$ cat src/host_irq_defines.svh
`ifndef HOST_IRQ_DEFINES_SVH
`define HOST_IRQ_DEFINES_SVH

// register byte offsets
`define OFS_TX_EVENT_CLEAR 8'h84
`define OFS_MAIN_MASK_SET 8'h88
`define OFS_MAIN_MASK_CLEAR 8'h8C
`define OFS_TX_EVENT_SET 8'h90
`define OFS_TX_MASK_SET 8'h98
`define OFS_TX_MASK_CLEAR 8'h9C
`define OFS_RX_EVENT_SET 8'hA0
`define OFS_RX_EVENT_CLEAR 8'hA4
`define OFS_RX_MASK_SET 8'hA8
`define OFS_RX_MASK_CLEAR 8'hAC

// field positions in the main event and mask words
`define BIT_GLOBAL_GATE 31
`define BIT_TX_SUMMARY 6
`define BIT_RX_SUMMARY 7

// reset values
`define RST_WORD 32'h0000_0000
`define RST_BIT 1'h0

`endif

$ cat src/host_irq_pkg.sv
package host_irq_pkg;

	// one register access, taken in the cycle its strobe is high
	typedef struct packed {
		logic wr;
		logic rd;
		logic [7:0] addr;
		logic [31:0] wdata;
	} reg_req_t;

	// per-context completion inputs from the isochronous engines
	typedef struct packed {
		logic [7:0] tx;
		logic [3:0] rx;
	} ctx_irq_t;

endpackage

$ cat src/host_interrupt_mask_event_regs.sv
`timescale 1ns/1ps
`include "host_irq_defines.svh"

module host_interrupt_mask_event_regs #(
	parameter int TX_CTX = 8,
	parameter int RX_CTX = 4
) (
	// clock and reset
	input wire logic clk_i,
	input wire logic reset_n_i,
	// register access
	input wire host_irq_pkg::reg_req_t req_i,
	output logic [31:0] rdata_o,
	output logic rvalid_o,
	// context completion levels and main events
	input wire host_irq_pkg::ctx_irq_t ctx_irq_i,
	input wire logic [31:0] main_irq_events_i,
	// summaries and external interrupt
	output logic tx_context_summary_irq_o,
	output logic rx_context_summary_irq_o,
	output logic irq_o
);
	import host_irq_pkg::*;

	////////////////////////////////////////////////////////////////////////
	// helpers

	// write-one-to-set / write-one-to-clear update of a word
	function automatic logic [31:0] w1_update(input logic [31:0] cur,
		input logic [31:0] data, input logic set, input logic clr);
		logic [31:0] s;
		logic [31:0] c;
		s = set ? data : `RST_WORD;
		c = clr ? data : `RST_WORD;
		return (cur | s) & ~c;
	endfunction

	function automatic logic hit(input reg_req_t r, input logic [7:0] ofs);
		return r.wr && (r.addr == ofs);
	endfunction

	// unlatched summary of the flags that are also enabled
	function automatic logic any_enabled(input logic [31:0] flags,
		input logic [31:0] enables);
		return |(flags & enables);
	endfunction

	// context words sit in the low bits; unused upper bits read as zero
	function automatic logic [31:0] pad_tx(input logic [TX_CTX-1:0] v);
		return 32'(v);
	endfunction

	function automatic logic [31:0] pad_rx(input logic [RX_CTX-1:0] v);
		return 32'(v);
	endfunction

	////////////////////////////////////////////////////////////////////////
	// state

	logic [31:0] main_irq_enables_ff;
	logic [TX_CTX-1:0] tx_context_enables_ff;
	logic [RX_CTX-1:0] rx_context_enables_ff;
	logic [TX_CTX-1:0] tx_context_flags_ff;
	logic [RX_CTX-1:0] rx_context_flags_ff;
	logic [TX_CTX-1:0] tx_prev_ff;
	logic [RX_CTX-1:0] rx_prev_ff;
	logic [TX_CTX-1:0] tx_rise;
	logic [RX_CTX-1:0] rx_rise;
	logic [31:0] events_all;
	logic [31:0] tx_flags_w;
	logic [31:0] rx_flags_w;
	logic [31:0] tx_en_w;
	logic [31:0] rx_en_w;
	logic [31:0] rd_word;
	logic gate_on;
	logic main_pending;

	assign tx_flags_w = pad_tx(tx_context_flags_ff);
	assign rx_flags_w = pad_rx(rx_context_flags_ff);
	assign tx_en_w = pad_tx(tx_context_enables_ff);
	assign rx_en_w = pad_rx(rx_context_enables_ff);

	////////////////////////////////////////////////////////////////////////
	// write decode

	// one strobe per register offset; set and clear offsets differ, so a
	// set and a clear of the same register never meet in one cycle
	logic wr_main_set;
	logic wr_main_clr;
	logic wr_tx_en_set;
	logic wr_tx_en_clr;
	logic wr_rx_en_set;
	logic wr_rx_en_clr;
	logic wr_tx_fl_set;
	logic wr_tx_fl_clr;
	logic wr_rx_fl_set;
	logic wr_rx_fl_clr;

	assign wr_main_set = hit(req_i, `OFS_MAIN_MASK_SET);
	assign wr_main_clr = hit(req_i, `OFS_MAIN_MASK_CLEAR);
	assign wr_tx_en_set = hit(req_i, `OFS_TX_MASK_SET);
	assign wr_tx_en_clr = hit(req_i, `OFS_TX_MASK_CLEAR);
	assign wr_rx_en_set = hit(req_i, `OFS_RX_MASK_SET);
	assign wr_rx_en_clr = hit(req_i, `OFS_RX_MASK_CLEAR);
	assign wr_tx_fl_set = hit(req_i, `OFS_TX_EVENT_SET);
	assign wr_tx_fl_clr = hit(req_i, `OFS_TX_EVENT_CLEAR);
	assign wr_rx_fl_set = hit(req_i, `OFS_RX_EVENT_SET);
	assign wr_rx_fl_clr = hit(req_i, `OFS_RX_EVENT_CLEAR);

	////////////////////////////////////////////////////////////////////////
	// edge detection of context completions

	// engines pulse or hold a level per completion; only the rising edge
	// counts, so a held level cannot re-set a flag after software clears it
	// history resets low, matching the idle level of the inputs
	always_ff @(posedge clk_i) begin
		if (!reset_n_i) begin
			tx_prev_ff <= '0;
		end else begin
			tx_prev_ff <= ctx_irq_i.tx[TX_CTX-1:0];
		end
	end

	always_ff @(posedge clk_i) begin
		if (!reset_n_i) begin
			rx_prev_ff <= '0;
		end else begin
			rx_prev_ff <= ctx_irq_i.rx[RX_CTX-1:0];
		end
	end

	assign tx_rise = ctx_irq_i.tx[TX_CTX-1:0] & ~tx_prev_ff;
	assign rx_rise = ctx_irq_i.rx[RX_CTX-1:0] & ~rx_prev_ff;

	////////////////////////////////////////////////////////////////////////
	// enable registers

	always_ff @(posedge clk_i) begin
		if (!reset_n_i) begin
			main_irq_enables_ff <= `RST_WORD;
		end else begin
			main_irq_enables_ff <= w1_update(main_irq_enables_ff,
				req_i.wdata, wr_main_set, wr_main_clr);
		end
	end

	always_ff @(posedge clk_i) begin
		if (!reset_n_i) begin
			tx_context_enables_ff <= '0;
		end else begin
			tx_context_enables_ff <= TX_CTX'(w1_update(tx_en_w,
				req_i.wdata, wr_tx_en_set, wr_tx_en_clr));
		end
	end

	always_ff @(posedge clk_i) begin
		if (!reset_n_i) begin
			rx_context_enables_ff <= '0;
		end else begin
			rx_context_enables_ff <= RX_CTX'(w1_update(rx_en_w,
				req_i.wdata, wr_rx_en_set, wr_rx_en_clr));
		end
	end

	////////////////////////////////////////////////////////////////////////
	// context flag registers

	// an edge in the cycle of a clear write keeps the flag set, so a
	// completion that races the clear is never lost
	always_ff @(posedge clk_i) begin
		if (!reset_n_i) begin
			tx_context_flags_ff <= '0;
		end else begin
			tx_context_flags_ff <= TX_CTX'(w1_update(tx_flags_w,
				req_i.wdata, wr_tx_fl_set, wr_tx_fl_clr)) | tx_rise;
		end
	end

	always_ff @(posedge clk_i) begin
		if (!reset_n_i) begin
			rx_context_flags_ff <= '0;
		end else begin
			rx_context_flags_ff <= RX_CTX'(w1_update(rx_flags_w,
				req_i.wdata, wr_rx_fl_set, wr_rx_fl_clr)) | rx_rise;
		end
	end

	////////////////////////////////////////////////////////////////////////
	// summaries and external interrupt

	assign tx_context_summary_irq_o = any_enabled(tx_flags_w, tx_en_w);
	assign rx_context_summary_irq_o = any_enabled(rx_flags_w, rx_en_w);

	// summaries take the place of the outside bits at their positions
	always_comb begin
		events_all = main_irq_events_i;
		events_all[`BIT_TX_SUMMARY] = tx_context_summary_irq_o;
		events_all[`BIT_RX_SUMMARY] = rx_context_summary_irq_o;
		events_all[`BIT_GLOBAL_GATE] = `RST_BIT;
	end

	// gate bit is excluded from the event AND so it only acts as a gate
	assign gate_on = main_irq_enables_ff[`BIT_GLOBAL_GATE];
	assign main_pending = any_enabled(events_all, main_irq_enables_ff);

	always_ff @(posedge clk_i) begin
		if (!reset_n_i) begin
			irq_o <= `RST_BIT;
		end else begin
			irq_o <= gate_on && main_pending;
		end
	end

	////////////////////////////////////////////////////////////////////////
	// read path

	always_comb begin
		rd_word = `RST_WORD;
		case (req_i.addr)
			`OFS_MAIN_MASK_SET, `OFS_MAIN_MASK_CLEAR: begin
				rd_word = main_irq_enables_ff;
			end
			`OFS_TX_EVENT_SET: begin
				rd_word = tx_flags_w;
			end
			// clear offset reads show the enabled flags only
			`OFS_TX_EVENT_CLEAR: begin
				rd_word = tx_flags_w & tx_en_w;
			end
			`OFS_TX_MASK_SET, `OFS_TX_MASK_CLEAR: begin
				rd_word = tx_en_w;
			end
			`OFS_RX_EVENT_SET: begin
				rd_word = rx_flags_w;
			end
			`OFS_RX_EVENT_CLEAR: begin
				rd_word = rx_flags_w & rx_en_w;
			end
			`OFS_RX_MASK_SET, `OFS_RX_MASK_CLEAR: begin
				rd_word = rx_en_w;
			end
			default: begin
				rd_word = `RST_WORD;
			end
		endcase
	end

	always_ff @(posedge clk_i) begin
		if (!reset_n_i) begin
			rvalid_o <= `RST_BIT;
		end else begin
			rvalid_o <= req_i.rd;
		end
	end

	// read data holds between reads so a slow host can sample it late
	always_ff @(posedge clk_i) begin
		if (!reset_n_i) begin
			rdata_o <= `RST_WORD;
		end else if (req_i.rd) begin
			rdata_o <= rd_word;
		end
	end

endmodule // host_interrupt_mask_event_regs

$ cat config.mk
export PLATFORM = sky130hd
export DESIGN_NAME = host_interrupt_mask_event_regs
export DESIGN_NICKNAME = d
export VERILOG_FILES = /design/src/host_irq_pkg.sv /design/src/host_interrupt_mask_event_regs.sv
export VERILOG_INCLUDE_DIRS = /design/src
export SDC_FILE = /design/constraint.sdc
export NUM_CORES = 1
export LEC_CHECK = 0
export ABC_CLOCK_PERIOD_IN_PS = 3590
export BUFFER_PORTS_ARGS = -buffer_cell sky130_fd_sc_hd__clkbuf_2
export CORE_ASPECT_RATIO = 1.4
export CORE_MARGIN = 1.5
export CORE_UTILIZATION = 25
export DETAILED_ROUTE_END_ITERATION = 7
export PLACE_DENSITY = 0.43
export SLEW_MARGIN = 20
export SYNTH_ARGS = -nofsm -noshare
export SYNTH_HDL_FRONTEND = slang
export SYNTH_SLANG_ARGS = --single-unit
$ cat constraint.sdc
create_clock -name clk_i -period 3.59 [get_ports clk_i]
set_input_delay 0.1795 -clock clk_i [delete_from_list [all_inputs] [get_ports clk_i]]
set_output_delay 0.1795 -clock clk_i [all_outputs]
set_load 0.02 [all_outputs]
== Word-level counts from Yosys, hierarchy flattened ==
Index checks and enable logic that the tools add are counted.

* Bits in registers: 102
* Memory bits (writable): 0
* Bits of input ports: 88
* Output and inout bits: 36
* Logic and storage cells: 72
* Memories kept: 0
* Latch bits: 0
* ROM bits: 0

* $lt $le $gt $ge: 0
* Div/mod/pow operators: 0
* Equality and inequality tests: 10
* Add/subtract/negate cells: 0
* Shift operators: 0
* Mux-type cells: 11
* Reductions and logical operators: 17
* Multiply operators: 0
* Bitwise operators: 24

{| class="wikitable"
|+ Operators with widths
! cell !! number
|-
| case mux 32 bit (7 select lines) || 1
|-
| OR reduction 32 bit || 3
|-
| equality test 8 bit (second input constant) || 10
|-
| 2-to-1 mux 32 bit || 2
|-
| AND 31 x 32 -> 32 bit || 1
|-
| AND 32 bit || 1
|-
| AND 8 bit || 4
|-
| 2-to-1 mux 8 bit || 4
|-
| inverter 32 bit || 1
|-
| OR 32 bit || 1
|-
| inverter 8 bit || 3
|-
| OR 8 bit || 3
|-
| AND 4 bit || 4
|-
| 2-to-1 mux 4 bit || 4
|-
| inverter 4 bit || 3
|-
| OR 4 bit || 3
|-
| logical AND 1 bit || 11
|-
| OR reduction 2 bit || 3
|}

== Longest topological paths before layout ==
Gate-level depths: netlist of run 1.

* Depth after elaboration: 6
* Mapped depth: 8
* Mapped depth without buffers: 5

== Worst setup path before layout of run 1 ==
OpenSTA, ideal clock, no wires.

* Kind: input port to flip-flop
* Start point: in req_i[36] (netlist bit)
* End point: reg main_irq_enables_ff[25]
* Path buffers: 3
* Arrival: 1.344 ns
* Data required time: 3.475 ns
* Setup time: 0.115 ns
* Setup slack: 2.131 ns
* Cell stages on the path: 8
* Cell sequence: buf_4 nor4b_4 and3_1 buf_4 buf_6 nand2_1 mux2i_1 and2_1

* Cells in the longest elaborated chain, start to end: 5
* Elaborated cells on any way between the ends: 9
* Classes of those cells: eq/ne: 2; mux: 2; bitwise: 3; reduce/logical: 2

{| class="wikitable"
|+ Ends and longest elaborated chain
! item !! line !! text
|-
| start: declaration || host_interrupt_mask_event_regs.sv:12 || <nowiki>input wire host_irq_pkg::reg_req_t req_i,</nowiki>
|-
| equality test 8 bit || host_interrupt_mask_event_regs.sv:39 || <nowiki>return r.wr && (r.addr == ofs);</nowiki>
|-
| logical AND 1 bit || host_interrupt_mask_event_regs.sv:39 ||
|-
| 2-to-1 mux 32 bit (no source line) || - ||
|-
| OR 32 bit or inverter 32 bit (tied branches) || host_interrupt_mask_event_regs.sv:35 || <nowiki>return (cur | s) & ~c;</nowiki>
|-
| AND 32 bit * || host_interrupt_mask_event_regs.sv:35 ||
|-
| end signal: assignment || host_interrupt_mask_event_regs.sv:140 || <nowiki>main_irq_enables_ff <= `RST_WORD;</nowiki>
|-
| end signal: assignment || host_interrupt_mask_event_regs.sv:142 || <nowiki>main_irq_enables_ff <= w1_update(main_irq_enables_ff,</nowiki>
|-
| end: declaration || host_interrupt_mask_event_regs.sv:60 || <nowiki>logic [31:0] main_irq_enables_ff;</nowiki>
|}

Mark *: on every way between the ends. The rest lies on a longest branch, timed or not.
A chain may end at the register's enable or synchronous reset.

== Worst setup path in the final report of run 1 ==
* Start point: in req_i[37] (netlist bit)
* End point: reg main_irq_enables_ff[3]

Same word-level chain as after synthesis.

==> run metrics, run 1 <==
run status complete, no violations; EDFF count, synth 0; postcts setup bufs 0; Boundary Pins 124; # DRC 0; fin worst setup slack between 1.5 and 2 ns; CTS Root Cell clkbuf_16; dpl ws around 1.3 ns; Pins Over Slew Limit 0; register area share after synthesis 0.417; ranking of synthesized cells by area dfxtp_1 42%, mux2i_1 9.4%, and2_1 7.7%, nand2_1 5.1%, nand2b_1 4.2%; CP max FO 17; commonest cells in the netlist 102 x dfxtp_1, 67 x nand2_1, 60 x and2_1, 46 x inv_1, 46 x mux2i_1; dominant synthesized flop cell dfxtp_1; TNS Setup 0 ns; gr usage total 0.149; clock latency on the worst-skew pair 0.36 ns; FFs w/ async S/R, synth 0; Leakage 2.61 nW; placed cell count 907; CTS sink count 102; crit path kind input pin to flop; antenna fix cells 0; Arr. time, crit path 2.15 ns; Power Density 394 nW/um2; CTS tree done; clk slew on worst S/H paths roughly 0.07 ns; drt pass-1 iters 4; Iteration-0 DRC Markers 277; core area about 19,000 um2; Final Cycle Share 0.528; DP Area around 5600 um2; min cycle time layout about 1.9 ns; die width 121 um; max-cap violation count 0; initial antenna violation count 0; Worst Skew 0.0104 ns; Resize count post-CTS 0; grt met3 use 0.0290; Critical Path Source Type input pin; # rows 60; vias in the first global route 4,139; Yosys top cell by area dfxtp_1; first-pass GRT wire length 23,000 um; Overflow after GRT 0; critical path required time 3.85 ns; grt met1 use 0.185; Initial Util 0.254; #FFs+latches synth slightly above 100; Max IR drop VDD 167 uV; wire per inst 16.1 um; Yosys warning count 0; CTS H-tree lvls 3; Detailed Route WL 14,900 um; relative slew slack 0.442; chip height 168 um; DR vias/cell 4.60; hpwl dp 11,000 um; Non-Filler Instances 923; Synth cell types 42; Final setup viols 0; Clock Path Buffers 2; final net count 758; HP Class input pin to flop; vias post-DR 4,245; Port Buf Inserts 120; most frequent cell after synthesis dfxtp_1; RSZ-0062 raised after global routing no; Worst-Margin Slew roughly 0.84 ns; crit path capture type flop; ANT nets after route 0; Hold-fix buffers, CTS 0; Cell Area, Synth 4890 um2; largest net degree at the start of global routing 71; layout cells sized above 1 0.218; Hold Fails Final Rpt 0; f_max 527 MHz; share of the synthesized area in the top cell type 0.417; area of the die 20,400 um2; synthesized area per cell 8.57 um2; area grow syn2layout 21.5%; Post-Synthesis Cells between 500 and 600; post-layout instance area just under 6000 um2; gr busiest metal met2; met2 global-route usage 0.243; syn_nets 659; routability cong. 0.831; TritonCTS buffer count 9
==> registers in the layout, summed over array words and instances (netlist names) <==
signal	flops
irq_o	1
rx_context_flags_ff	4
rvalid_o	1
rx_context_enables_ff	4
tx_context_enables_ff	8
tx_context_flags_ff	8
main_irq_enables_ff	32
tx_prev_ff	8
rdata_o	32
rx_prev_ff	4
==> worst max-delay path, stage by stage <==
cell      delay, ns
clkbuf_2       0.19
nor4b_4        0.36
and3_1         0.66
buf_4          0.35
nand2_1        0.09
mux2i_1        0.12
and2_1         0.18
==> cell type report <==
class	instances	area [um2]
fillers	2126	13300
multi-input cells	386	2480
flip-flops and latches	102	2040
repair buffers	125	638
well taps	248	310
clock buffers	10	229
inverters	46	173
clock inverters	6	71.3
==> report_power, final <==
group / leakage [nW] / switching, mW / internal (mW)
Clock: 0.145 / 0.470 / 0.548
Sequential: 0.828 / 0.0129 / 1.15
Combinational: 1.64 / 0.0928 / 0.0715
==> logic make-up after synthesis <==
logic type | share of synthesized area
buffers and inverters | 0.0765
multiplexers | 0.0941
flip-flops | 0.417
AND/OR/NAND/NOR | 0.252
AO/OA/AOI/OAI | 0.160
==> path summary, 6_finish.rpt <==
path,startpoint,slack (ns),cells after the start,endpoint
max,req_i[37],1.69,7,main_irq_enables_ff[3]$_SDFF_PN0_
min,ctx_irq_i[3],0.03,2,rx_prev_ff[3]$_SDFF_PN0_
max reg2reg,main_irq_enables_ff[4]$_SDFF_PN0_,1.97,4,irq_o$_SDFF_PN0_
min reg2reg,main_irq_enables_ff[31]$_SDFF_PN0_,0.46,2,irq_o$_SDFF_PN0_
==> per-layer routing <==
metal	wire (um)	part of all wire
met5	0	0
met4	503	0.034
met3	781	0.052
met2	7090	0.48
met1	6530	0.44
==> per-stage QoR <==
stage / total power [mW] / util / hold slack, ns
6_report: 2.34 / 0.309 / 0.0338
5_1_grt: 2.45 / 0.309 / 0.0191
3_5_place_dp: 1.36 / 0.293 / 0.401
3_3_place_gp: 1.35 / 0.293 / 0.396
2_1_floorplan: 1.27 / - / 0.301
4_1_cts: 2.39 / 0.309 / 0.0211
==> cell usage in the layout, fill, tap and decap left out, types with 4 or more instances in the layout <==
cell       instances
clkbuf_2         120
dfxtp_1          102
nand2_1           67
and2_1            60
inv_1             46
mux2i_1           46
nand2b_1          33
nand3_1           29
a21oi_1           28
a22oi_1           21
o21ai_0           14
a21boi_1          12
a21boi_0          12
clkbuf_16          9
and3_1             8
nor2b_1            7
nand4_1            6
a22o_1             6
buf_4              5
a31oi_1            4
o21a_1             4
(Power assumes the default switching activity.)
==> run 2: changes to the inputs <==
- ABC_CLOCK_PERIOD_IN_PS: 3590 -> 1650
- PLACE_DENSITY: 0.43 -> 0.44
- clock period: 3.59 -> 1.65 ns (I/O delays scaled with it)
==> run 2 against run 1 <==
Clock skew down 0.0036 ns. Combinational power up 140%. Hold slack worse by 0.0095 ns. Clock power up 110%. Worst setup slack worse by 1.6 ns. Via count up 2.7%. Power up 120%. Critical path type is now flop to flop.
==> run metrics, run 2 (synthesized netlist as in run 1, its figures left out) <==
run status complete, no violations (unchanged); CTS tree done (unchanged); Critical Path Source Type flop (was input pin); Max IR drop VDD 441 uV (was 167 uV); # fillers 2,107 (was 2,126); area of the die 20,400 um2 (unchanged); ANT nets after route 0 (unchanged); Final setup viols 0 (unchanged); Clock Path Buffers 2 (unchanged); crit path capture type flop (unchanged); CTS H-tree lvls 3 (unchanged); Detailed Route WL 14,900 um (about the same); Final Cycle Share 0.931; worst setup path start main_irq_enables_ff[4]$_SDFF_PN0_ (was req_i[37]); Boundary Pins 124 (unchanged); Worst Skew 0.00682 ns (was 0.0104 ns); drt pass-1 iters 4 (unchanged); Pins Over Slew Limit 0 (unchanged); CTS sink count 102 (unchanged); postcts setup bufs 0 (unchanged); commonest non-fill, non-tap cell in the layout clkbuf_2 (unchanged); most frequent cells in the layout 120 x clkbuf_2, 102 x dfxtp_1, 67 x nand2_1 (unchanged); Worst-Margin Slew 0.447 ns (was 0.835 ns); Leakage 2.74 nW (was 2.61 nW); max-cap violation count 0 (unchanged); Hold Crit Depth 2 (unchanged); clock latency on the worst-skew pair 0.35 ns (was 0.36 ns); initial antenna violation count 0 (unchanged); wire per inst 15.7 um (was 16.1 um); vias in the first global route 4,192 (was 4,139); gr usage total 0.146 (was 0.149); Port Buf Inserts 120 (unchanged); hpwl dp 11,300 um (was 11,000 um); RR Startpoint main_irq_enables_ff[4]$_SDFF_PN0_ (unchanged); # DRC 0 (unchanged); Iteration-0 DRC Markers 293 (was 277); vias post-DR 4,361 (was 4,245); antenna fix cells 0 (unchanged); die width 121 um (unchanged); critical path required time 1.88 ns (was 3.85 ns); TritonCTS buffer count 9 (unchanged); HP Start req_i[40] (was ctx_irq_i[3]); Layout Utilization 0.322 (was 0.309); Initial Util 0.254 (unchanged); DR vias/cell 4.60 (about the same); f_max around 650 MHz; RSZ-0062 raised after global routing no (unchanged); core area 19,200 um2 (unchanged); # rows 60 (unchanged); Power Density 826 nW/um2 (was 394 nW/um2); area grow syn2layout 26.6% (was 21.5%); biggest regs main_irq_enables_ff: 32 flops, rdata_o: 32 flops (unchanged); first-pass GRT wire length 22,700 um (was 23,000 um); min cycle time layout 1.54 ns; Overflow after GRT 0 (unchanged); CTS Root Cell clkbuf_16 (unchanged); final net count 784 (was 758); TNS Setup 0 ns (unchanged); chip height 168 um (unchanged); CP max FO 3 (was 17); routability cong. 0.825 (was 0.831); largest net degree at the start of global routing 50 (was 71); crit path kind flop to flop (was input pin to flop); clk slew on worst S/H paths 0.08 ns (was 0.07 ns); cells on worst reg2reg path 4 (unchanged); Hold Fails Final Rpt 0 (unchanged); relative slew slack 0.702 (was 0.442); HP Class input pin to flop (unchanged); layout cells sized above 1 0.230 (was 0.218); Arr. time, crit path 1.77 ns (was 2.15 ns)
==> run 2: changes by cell type in the layout (fill, tap and decap cells not counted), sizes merged <==
cell	change
inv	+1
dlygate4sd3	+12
buf	+14
clkinv	-1
==> run 2: area by class of cell <==
type / count / area [um2] / area share
clock buffers: 10 / 229 / 0.0370
clock inverters: 6 / 68.8 / 0.0111
inverters: 46 / 173 / 0.0279
multi-input cells: 386 / 2480 / 0.401
flip-flops and latches: 102 / 2040 / 0.330
well taps: 248 / 310 / 0.0501
repair buffers: 151 / 888 / 0.143
==> run 2: repair_timing <==
| action | in CTS | in global routing |
|---|---|---|
| hold buffers | 12 | 0 |
| resized for setup | 0 | 1 |
| setup endpoints to repair | 0 | 1 |
| endpoints found under the hold margin | 16 | 0 |
==> run 2: worst max-delay path, stage by stage, from the launching register on <==
cell and delay, ns:
dfxtp_1 0.35, a222oi_1 0.37, nand3_1 0.24, nor4_2 0.36, a21oi_1 0.10
==> run 2: routing by layer <==
layer  global-route usage  part of all wire
met5                    0                 0
met4               0.0737             0.031
met3               0.0216             0.053
met2                0.254              0.49
met1                0.173              0.42
==> run 2: path summary, 6_finish.rpt <==
kind                                            end  slack, ns
worst min register to register     irq_o$_SDFF_PN0_       0.46
worst min-delay path            rvalid_o$_SDFF_PN0_       0.02
worst max-delay path               irq_o$_SDFF_PN0_       0.11
worst max register to register     irq_o$_SDFF_PN0_       0.11
==> run 2: report_power, final <==
group / internal [mW] / switching [mW]
clock network: 1.19 / 1.00
registers: 2.50 / 0.0269
logic: 0.187 / 0.208
==> run 2: metrics by stage <==
step / cell area [um2] / setup slack [ns] / total power, mW / hold WS (ns) / std cells
6_report: 6190 / 0.114 / 5.12 / 0.0242 / 949
2_1_floorplan: 4890 / 0.288 / 2.76 / 0.204 / 571
4_1_cts: 6190 / 0.0640 / 5.20 / 0.0159 / 949
5_1_grt: 6190 / 0.0110 / 5.34 / 0.0220 / 949
3_5_place_dp: 5770 / 0.0796 / 2.96 / 0.298 / 921
3_3_place_gp: 5770 / 0.0944 / 2.96 / 0.298 / 921
==> run 3: changes to the inputs <==
- CTS_BUF_LIST: unset -> sky130_fd_sc_hd__clkbuf_8
- MAX_ROUTING_LAYER: unset -> met4
==> run 3 against run 2 <==
Largest power group unchanged. Cell area down 1.5%. Sequential power about the same. Die area is the same. Utilization is 0.48 points lower. First-iteration DRC count is 7.5% higher. Wire length is 0.13% lower.
==> run metrics, run 3 (synthesized netlist as in run 1, its figures left out) <==
Max IR drop VDD 258 uV (was 441 uV); Port Buf Inserts 120 (unchanged); min cycle time layout 1.52 ns (was 1.54 ns); area of the die 20,400 um2 (unchanged); final net count 785 (was 784); post-layout instance area 6100 um2 (was 6190 um2); Overflow after GRT 0 (unchanged); Worst-Margin Slew 0.442 ns (was 0.447 ns); worst-path cell chain a222oi_1, nand3_1, nor4_2, a21oi_1 (unchanged); Seq pwr share 0.552 (was 0.494); vias post-DR 4,384 (was 4,361); Leakage 2.70 nW (was 2.74 nW); Arr. time, crit path 1.78 ns (was 1.77 ns); overall power 4.58 mW (was 5.12 mW); first-pass GRT wire length 22,800 um (was 22,700 um); TNS Setup 0 ns (unchanged); chip height 168 um (unchanged); CTS sink count 102 (unchanged); Hold Fails Final Rpt 0 (unchanged); Power Density 751 nW/um2 (was 826 nW/um2); CTS Root Cell clkbuf_8 (was clkbuf_16); drt pass-1 iters 4 (unchanged); routability cong. 0.841 (was 0.825); DP Area 5770 um2 (unchanged); relative slew slack 0.705 (was 0.702); initial antenna violation count 0 (unchanged); f_max 659 MHz (was 651 MHz); CTS tree done (unchanged); run status complete, no violations (unchanged); CP max FO 3 (unchanged); postcts setup bufs 0 (unchanged); critical path required time 1.92 ns (was 1.88 ns); RSZ-0062 raised after global routing no (unchanged); Final Cycle Share 0.919 (was 0.931); clock latency on the worst-skew pair 0.39 ns (was 0.35 ns); die width 121 um (unchanged); largest net degree at the start of global routing 50 (unchanged); # DRC 0 (unchanged); DR vias/cell 4.61 (was 4.60); clk slew on worst S/H paths 0.11 ns (was 0.08 ns); commonest non-fill, non-tap cell in the layout clkbuf_2 (unchanged); vias in the first global route 4,195 (was 4,192); TritonCTS buffer count 9 (unchanged); biggest regs main_irq_enables_ff: 32 flops, rdata_o: 32 flops (unchanged); Switch Pwr 1.18 mW (was 1.24 mW); core area 19,200 um2 (unchanged); Worst Skew 0.0125 ns (was 0.00682 ns); wire per inst 15.7 um (about the same); Iteration-0 DRC Markers 315 (was 293); Initial Util 0.254 (unchanged); CTS H-tree lvls 3 (unchanged); area grow syn2layout 24.7% (was 26.6%); most frequent cells in the layout 120 x clkbuf_2, 102 x dfxtp_1, 67 x nand2_1 (unchanged); Final setup viols 0 (unchanged); ANT nets after route 0 (unchanged); crit path capture type flop (unchanged); # fillers 2,122 (was 2,107); HP Class input pin to flop (unchanged); Sw Share 0.258 (was 0.242); Crit path largest cell delay 0.36 ns (was 0.37 ns); Detailed Route WL 14,900 um (about the same); internal power 3.40 mW (was 3.88 mW); Logic pwr share 0.087 (was 0.077); Clock Path Buffers 2 (unchanged); Clk network pwr share 0.361 (was 0.429); hpwl dp 11,300 um (unchanged); Layout Utilization 0.317 (was 0.322); gr usage total 0.151 (was 0.146); Boundary Pins 124 (unchanged); antenna fix cells 0 (unchanged); crit path kind flop to flop (unchanged); Pins Over Slew Limit 0 (unchanged); Critical Path Source Type flop (unchanged); critical path's slowest cell dfxtp_1 (was a222oi_1); # rows 60 (unchanged); layout cells sized above 1 0.229 (was 0.230); max-cap violation count 0 (unchanged)
-- run 3: routing by layer --
metal	track usage	routed length (um)	vias up
met5	-	0	-
met4	0.0660	450	0
met3	0.0270	738	30
met2	0.254	7370	122
met1	0.174	6340	2052
li1	-	-	2180
-- run 3: worst max-delay path: cells and delay by family (launching register included) --
| kind | cells | cell delay, ns |
|---|---|---|
| AOI/OAI and AO/OA | 2 | 0.45 |
| DFF | 1 | 0.36 |
| and+or+nand+nor | 2 | 0.57 |
-- run 3: stage by stage --
stage | hold slack, ns | std cells | setup slack, ns
detailed placement | 0.298 | 921 | 0.0796
finish | 0.0207 | 950 | 0.133
global route | 0.0111 | 950 | 0.00629
CTS | 0.0106 | 950 | 0.0558
floorplan | 0.204 | 571 | 0.288
global placement | 0.298 | 921 | 0.0944
-- run 3: path summary, 6_finish.rpt --
path | startpoint | to | slack (ns) | depth (start not counted)
max | main_irq_enables_ff[4]$_SDFF_PN0_ | irq_o$_SDFF_PN0_ | 0.13 | 4
min | reset_n_i | rvalid_o$_SDFF_PN0_ | 0.02 | 2
max reg2reg | main_irq_enables_ff[4]$_SDFF_PN0_ | irq_o$_SDFF_PN0_ | 0.13 | 4
min reg2reg | main_irq_enables_ff[31]$_SDFF_PN0_ | irq_o$_SDFF_PN0_ | 0.46 | 2
-- run 3: timing repair --
action,4_1_cts,5_1_grt
resized for setup,0,1
hold buffers,13,0
endpoints found under the hold margin,21,0
endpoints found under the setup margin,0,1
-- run 3: final cells by class --
class                      instances  area, um2  area share
multi-input combinational        386       2480       0.407
sequential                       102       2040       0.335
timing repair buffer             152        898       0.147
tap                              248        310      0.0509
inverter                          46        173      0.0283
clock buffer                       9        124      0.0203
clock inverter                     7       72.6      0.0119
-- run 3: power by group through the flow --
stage	combinational [mW]	sequential, mW	clock [mW]
3_3_place_gp	0.371	2.58	0
2_1_floorplan	0.179	2.58	0
4_1_cts	0.402	2.53	1.73
5_1_grt	0.439	2.53	1.83
3_5_place_dp	0.377	2.58	0
6_report	0.397	2.53	1.65
